## src/core/ip_tos_prio_pkg.sv

```systemverilog
package ip_tos_prio_pkg;

	localparam int PRIO_W      = 2;
	localparam int IDX_W       = 6;
	localparam int IDX_LSB     = 2;
	localparam int ENT_PER_REG = 4;
	localparam int NUM_REGS    = 9;
	localparam int NUM_ENT     = NUM_REGS * ENT_PER_REG;

	localparam logic [7:0] OFF_IDX00_03 = 8'h90;
	localparam logic [7:0] OFF_IDX04_07 = 8'h91;
	localparam logic [7:0] OFF_IDX08_0B = 8'h92;
	localparam logic [7:0] OFF_IDX0C_0F = 8'h93;
	localparam logic [7:0] OFF_IDX10_13 = 8'h94;
	localparam logic [7:0] OFF_IDX14_17 = 8'h95;
	localparam logic [7:0] OFF_IDX18_1B = 8'h96;
	localparam logic [7:0] OFF_IDX1C_1F = 8'h97;
	localparam logic [7:0] OFF_IDX20_23 = 8'h98;

	localparam logic [7:0]        REG_RESET  = 8'h00;
	localparam logic [7:0]        RDATA_NONE = 8'h00;
	localparam logic [PRIO_W-1:0] PRIO_RESET = 2'h0;

	typedef logic [7:0] byte_t;

	typedef struct packed {
		logic  wr;
		logic  rd;
		byte_t addr;
		byte_t wdata;
	} reg_req_s;

	typedef struct packed {
		logic  valid;
		logic  is_ip;
		byte_t tos;
	} cls_req_s;

	typedef struct packed {
		logic              valid;
		logic              hit;
		logic [PRIO_W-1:0] prio;
	} cls_res_s;

endpackage

```

## src/core/ip_tos_priority_map.sv

```systemverilog
// Operation
// - tos bits 7:2 index the priority table
// - index zero uses bits 1:0, first register
// - index one uses bits 3:2, first register
// - offset 0x91 holds indices 4 to 7
// - next registers hold next four, low first
// - 0x1F and 0x23 use bits 7:6
// - entries read/write, reset to 00
`timescale 1ns/10ps

module ip_tos_priority_map
(
	input  wire logic                    clock,
	input  wire logic                    nrst,
	input  wire logic                    ce,
	input  wire ip_tos_prio_pkg::reg_req_s reg_req,
	output      ip_tos_prio_pkg::byte_t  reg_rdata,
	output      logic                    reg_rvalid,
	input  wire ip_tos_prio_pkg::cls_req_s cls_req,
	output      ip_tos_prio_pkg::cls_res_s cls_res
);
	import ip_tos_prio_pkg::*;

	// {hit, register index}
	function automatic logic [4:0] reg_decode(input byte_t a);
		logic [4:0] r;
		r = 5'h00;
		case (a)
			OFF_IDX00_03: r = 5'h10;
			OFF_IDX04_07: r = 5'h11;
			OFF_IDX08_0B: r = 5'h12;
			OFF_IDX0C_0F: r = 5'h13;
			OFF_IDX10_13: r = 5'h14;
			OFF_IDX14_17: r = 5'h15;
			OFF_IDX18_1B: r = 5'h16;
			OFF_IDX1C_1F: r = 5'h17;
			OFF_IDX20_23: r = 5'h18;
			default:      r = 5'h00;
		endcase
		return r;
	endfunction

	byte_t             map_reg [NUM_REGS];
	logic [4:0]        dec;
	logic [IDX_W-1:0]  idx;
	logic              in_range;
	logic [PRIO_W-1:0] entry;

	assign dec      = reg_decode(reg_req.addr);
	assign idx      = cls_req.tos[7:IDX_LSB];
	assign in_range = ({1'b0, idx} < 7'(NUM_ENT));
	assign entry    = in_range ? 2'(map_reg[idx[5:2]] >> {idx[1:0], 1'b0}) : PRIO_RESET;

	genvar g;
	generate
		for (g = 0; g < NUM_REGS; g++)
		begin : g_map
			always_ff @(posedge clock)
			begin
				if (!nrst)
					map_reg[g] <= REG_RESET;
				else if (ce && reg_req.wr && dec[4] && (dec[3:0] == 4'(g)))
					map_reg[g] <= reg_req.wdata;
			end
		end
	endgenerate

	// register read port, one cycle latency
	always_ff @(posedge clock)
	begin
		if (!nrst)
		begin
			reg_rvalid <= 1'b0;
			reg_rdata  <= RDATA_NONE;
		end
		else if (ce)
		begin
			reg_rvalid <= reg_req.rd;
			if (reg_req.rd)
				reg_rdata <= dec[4] ? map_reg[dec[3:0]] : RDATA_NONE;
		end
	end

	// classification lookup, one cycle latency
	always_ff @(posedge clock)
	begin
		if (!nrst)
			cls_res <= '0;
		else if (ce)
		begin
			cls_res.valid <= cls_req.valid;
			cls_res.hit   <= cls_req.valid && cls_req.is_ip && in_range;
			cls_res.prio  <= (cls_req.valid && cls_req.is_ip) ? entry : PRIO_RESET;
		end
	end

	// checking helpers
	logic [NUM_REGS*8-1:0] flat;
	logic [PRIO_W-1:0]     exp_prio;
	logic                  ip_look;

	generate
		for (g = 0; g < NUM_REGS; g++)
		begin : g_flat
			assign flat[g*8 +: 8] = map_reg[g];
		end
	endgenerate

	assign exp_prio = flat[{idx, 1'b0} +: PRIO_W];
	assign ip_look  = ce && cls_req.valid && cls_req.is_ip;
endmodule // ip_tos_priority_map

```

## config.mk

```make
export PLATFORM = sky130hd
export DESIGN_NAME = ip_tos_priority_map
export DESIGN_NICKNAME = d
export VERILOG_FILES = /design/src/core/ip_tos_prio_pkg.sv /design/src/core/ip_tos_priority_map.sv
export SDC_FILE = /design/constraint.sdc
export NUM_CORES = 1
export LEC_CHECK = 0
export CAP_MARGIN = 30
export CORE_ASPECT_RATIO = 1.2
export CORE_MARGIN = 3
export CORE_UTILIZATION = 60
export DETAILED_ROUTE_END_ITERATION = 7
export DONT_BUFFER_PORTS = 1
export PLACE_DENSITY = 0.86
export RECOVER_POWER = 100
export SETUP_SLACK_MARGIN = 0.3
export SYNTH_ARGS = -nofsm -noshare
export SYNTH_HDL_FRONTEND = slang
export SYNTH_SLANG_ARGS = --single-unit
```

## constraint.sdc

```tcl
create_clock -name clock -period 5.2 [get_ports clock]
set_clock_uncertainty 0.15 [all_clocks]
set_input_delay 1.04 -clock clock [delete_from_list [all_inputs] [get_ports clock]]
set_output_delay 1.04 -clock clock [all_outputs]
set_load 0.02 [all_outputs]
```

* Word level (Yosys, flattened, before mapping)
Memories as Yosys holds them, arrays and structs flattened.
Index checks and enable logic that the tools add are counted.
** Cells by class
- Bitwise logic cells :: 9
- Multiplexer cells :: 41
- Eq/ne operators :: 17
- Shift-type cells :: 1
- Order comparisons :: 1
- Reduce and logical (&&, ||, !) cells :: 15
** Operator list (number)
- two-way mux 8 bit :: 10
- == test 8 bit (second input constant) :: 9
- case mux 5 bit (9 select lines) :: 1
- two-way mux 1 bit :: 28
- == test 4 x 3 -> 1 bit (second input constant) :: 4
- logical AND 1 bit :: 13
- bitwise OR 1 bit :: 9
- == test 4 x 2 -> 1 bit (second input constant) :: 2
- >> shifter 8 x 3 -> 2 bit :: 1
- less-than comparator 6 bit (second input constant) :: 1
- == test 4 x 1 -> 1 bit (second input constant) :: 1
- == test 4 bit (second input constant) :: 1
- zero test 4 bit :: 1
- two-way mux 2 bit :: 2
- AND reduction 2 bit :: 1
** Word-level totals
- Bits in writable memories :: 72
- Memories kept :: 1
- Input port bits :: 31
- Register bits :: 13
- Word-level logic and storage cells :: 90
- Output and inout port bits :: 13
** Memory list
- map_reg :: depth 9, width 8, rd ports 2, clocked after memory_dff 0, write ports 9, line ip_tos_priority_map.sv:43 : byte_t map_reg [NUM_REGS];

* Longest topological paths before layout
- Depth in word-level cells :: 8
- Gate-level depth with buffers :: 7
- Mapped depth without buffers :: 5

* Least setup slack after synthesis
Ideal clock, no wire load.
- Path type :: input-to-reg
- From :: in reg_req[14] (netlist name)
- To :: mem map_reg[1][0] (netlist name), enable pin
- Data arrival time :: 2.529 ns
- Buffers on the path :: 1
- Setup time :: 0.384 ns
- Required time :: 4.666 ns
- Slack :: 2.137 ns
- Cell stages on the path :: 5
- Cell sequence :: nor4bb_1 > clkbuf_1 > and3_1 > nand2_1 > o21ai_0
** RTL lines
- start: declaration :: line ip_tos_priority_map.sv:16 : input wire ip_tos_prio_pkg::reg_req_s reg_req,
- end: declaration :: line ip_tos_priority_map.sv:43

==> results.cfg <==
[cells_and_area]
flip_flop_count_of_the_largest_register_all_copies_and_words_added = 72
final_layout_size_suffix_gt1_frac = 0.136
mostFrequentLayoutCell = sky130_fd_sc_hd__edfxtp_1
area_growth_pct = 6.57
layout_common_cells = 72 x sky130_fd_sc_hd__edfxtp_1, 55 x sky130_fd_sc_hd__and2_0, 24 x sky130_fd_sc_hd__nand2_1
final_stage_net_count = 385
final_design_area_excluding_fillers_um2 = 4710
num_antenna_cells = 0

[pwr]
p_switching_uw = 304
share_comb_of_total_power = 0.070
total_leakage_power_uw = 0.00153
irDropWorstVdd_mv = 0.205
power.share.switching = 0.220
power.sequential.fraction = 0.571
power.share.clock = 0.359
power_density_nw_per_um2 = 293
internal_power_uw = 1080

[placed_design]
dp_hpwl_mm = 7.81
routabilityCongestion = 0.904
placed_area_um2 = 4520
portBuffers = 0

[floorplan]
top_level_ports = 44
die_h_um = 100
placement_rows = 33
initial_core_util = 0.633
fp.coreArea_um2 = 6980
die_w_um = 84.3
die_area_um2 = 8430

[yosys]
number_of_warnings_printed_during_yosys_synthesis = 0
synth_area_leader_cell = sky130_fd_sc_hd__edfxtp_1
synth.area.top_cells = sky130_fd_sc_hd__edfxtp_1 49%, sky130_fd_sc_hd__and2_1 10%, sky130_fd_sc_hd__mux4_2 6.6%
synth_top_area_frac = 0.489
synthesized_net_count = 381
average_cell_area_after_synthesis_um2 = 12.6
synth.yosys.seq_area_share = 0.548
syn_inst = 350
postSynthRegisterBits = 85
synth.cell_area_um2 = 4420
synth_cell_types = 39

[timing]
timing.final.setup_violations = 0
period_share = 0.594
timing.final.hold_violations = 0
worst_slew_margin_rel = 0.334
rsz0062_at_grt = no
maxClockFrequency_mhz = 324
final-max-slew-violation-count = 0
worstMarginPinSlew_ns = 0.989
timing.final.crit_period_ns = 3.09
fin_tns_setup_ns = 0

[worst_setup_path]
timing.setup.critical_path_class = input port to register
critical_path.startpoint_type = input port
timing.reg2reg.setup_slack_ns = 2.98
worst-path-buf-inv = 2
timing.critical_path.slowest_cell_delay_ns = 0.46
worstPathMaxFanout = 8
worst-endpoint-arrival_ns = 2.96
crit_path_end_kind = register
crit_start = reg_req[14]
timing.rr.start = map_reg[6][5]
timing.critical_path.max_delay_family = simple AND/OR/NAND/NOR gates
worstPathCellList = nor4bb_1, clkbuf_1, and3_1, nand2_1, o21ai_0, clkbuf_1
critical-path-top-cell-by-count = sky130_fd_sc_hd__clkbuf_1
critical_path.slowest_cell = sky130_fd_sc_hd__o21ai_0
worstRegToRegCells = 5
worstPathRequired_ns = 5.07
crit-reg2reg-capture = cls_res[1]

[cts]
cts_max_path_buffers = 2
clock-sinks = 85
cts_made_buffers = 9
quantity_of_hold_fixing_buffers_added_after_cts = 0
htree_num_levels = 3
clkTransAtPathRegs_ns = 0.09
postCtsResizedCells = 0
clk_root_buffer_cell = sky130_fd_sc_hd__clkbuf_8
cts_tree = yes
post-cts-setup-buffers = 0
later_pin_clock_latency_in_the_skew_report_ns = 0.37

[routing]
drt-initial-drc-count = 489
dr_total_vias = 3151
vias_per_cell = 7.07
wire_length_per_cell_um = 24.4
post_route_drc_violation_count = 0
drt.antenna.violating_nets = 0
drt_pre_antenna_iters = 6
wl_mm = 10.9

[outcome]
outcome = complete, no violations

[global_routing]
antenna_found_initial = 0
grt_max_degree = 24
vias_in_the_first_global_route = 3144
grt.overflow.total = 0
global_route.usage.total = 0.265
grt_pass1_wl_mm = 16.7

[worst_hold_path]
whs_endpoint = cls_res[3]
start_point_of_the_worst_hold_path = cls_res[3]
holdPathStages = 2
holdCritPathClass = register to register

[flow_run]
max_cap_viol_count = 0
## cell usage after synthesis (all sizes together)
| master | instances |
|---|---|
| a21oi | 14 |
| a221o | 1 |
| a221oi | 10 |
| a222oi | 8 |
| a22o | 8 |
| a22oi | 8 |
| a311o | 1 |
| a31oi | 1 |
| and2 | 73 |
| and3 | 1 |
| and3b | 1 |
| buf | 8 |
| clkbuf | 9 |
| dfxtp | 13 |
| edfxtp | 72 |
| inv | 4 |
| mux2 | 18 |
| mux2i | 11 |
| mux4 | 16 |
| nand2 | 24 |
| nand2b | 2 |
| nand3 | 5 |
| nand3b | 1 |
| nand4 | 2 |
| nor2 | 13 |
| nor2b | 3 |
| nor3 | 4 |
| nor3b | 1 |
| nor4 | 1 |
| nor4b | 1 |
| nor4bb | 1 |
| o21a | 1 |
| o21ai | 12 |
| or2 | 1 |
| or3 | 1 |
## power groups by stage
| stage | Clock [µW] | Combinational [µW] | Sequential, µW |
|---|---|---|---|
| after floorplan | 0 | 87.5 | 795 |
| after global placement | 0 | 93.5 | 800 |
| after detailed placement | 0 | 97.3 | 803 |
| after CTS | 498 | 97.7 | 787 |
| after global routing | 525 | 102 | 791 |
| final | 496 | 96.8 | 788 |
## per-stage QoR
stage	setup WS [ns]	cells	hold slack [ns]	util	power (µW)
floorplan	2.14	350	0.433	-	882
global placement	1.82	427	0.452	0.645	894
detailed placement	2.11	430	0.464	0.647	900
CTS	2.40	446	0.478	0.679	1380
global route	1.95	446	0.508	0.675	1420
finish	2.11	446	0.477	0.675	1380
## cell families (layout without fill, tap and decap cells)
| group | Yosys count | in the layout | synth area share |
|---|---|---|---|
| compound gates | 64 | 64 | 0.105 |
| buf+inv | 21 | 30 | 0.0207 |
| flops | 85 | 85 | 0.548 |
| mux | 45 | 45 | 0.155 |
| simple gates | 135 | 135 | 0.172 |
## tightest hold or removal path, cell delays in order (launching register included)
cell	delay (ns)
sky130_fd_sc_hd__dfxtp_1	0.38
sky130_fd_sc_hd__mux2i_1	0.15
sky130_fd_sc_hd__nor2_1	0.06
## how the worst max path moves through the flow
stage,depth (start not counted),slack (ns),to
2_1_floorplan,5,2.14,map_reg[1][0]
3_3_place_gp,3,1.82,map_reg[8][0]
3_5_place_dp,4,2.11,map_reg[8][5]
4_1_cts,6,2.40,map_reg[1][4]
5_1_grt,6,1.95,map_reg[5][4]
6_report,6,2.11,map_reg[5][4]
## routing by layer
| layer | track usage | part of all wire |
|---|---|---|
| met1 | 0.315 | 0.34 |
| met3 | 0.0501 | 0.095 |
| met2 | 0.464 | 0.52 |
| met5 | 0 | 0 |
| met4 | 0.129 | 0.042 |
## final cells by class
class / instances / area (µm²)
Clock inverter: 3 / 18.8
Tap cell: 87 / 109
Fill cell: 497 / 2270
Clock buffer: 13 / 201
Sequential cell: 85 / 2420
Inverter: 4 / 15.0
Multi-Input combinational cell: 244 / 1900
Timing Repair Buffer: 10 / 37.5
No activity file was read; power rests on OpenSTA's default activity.
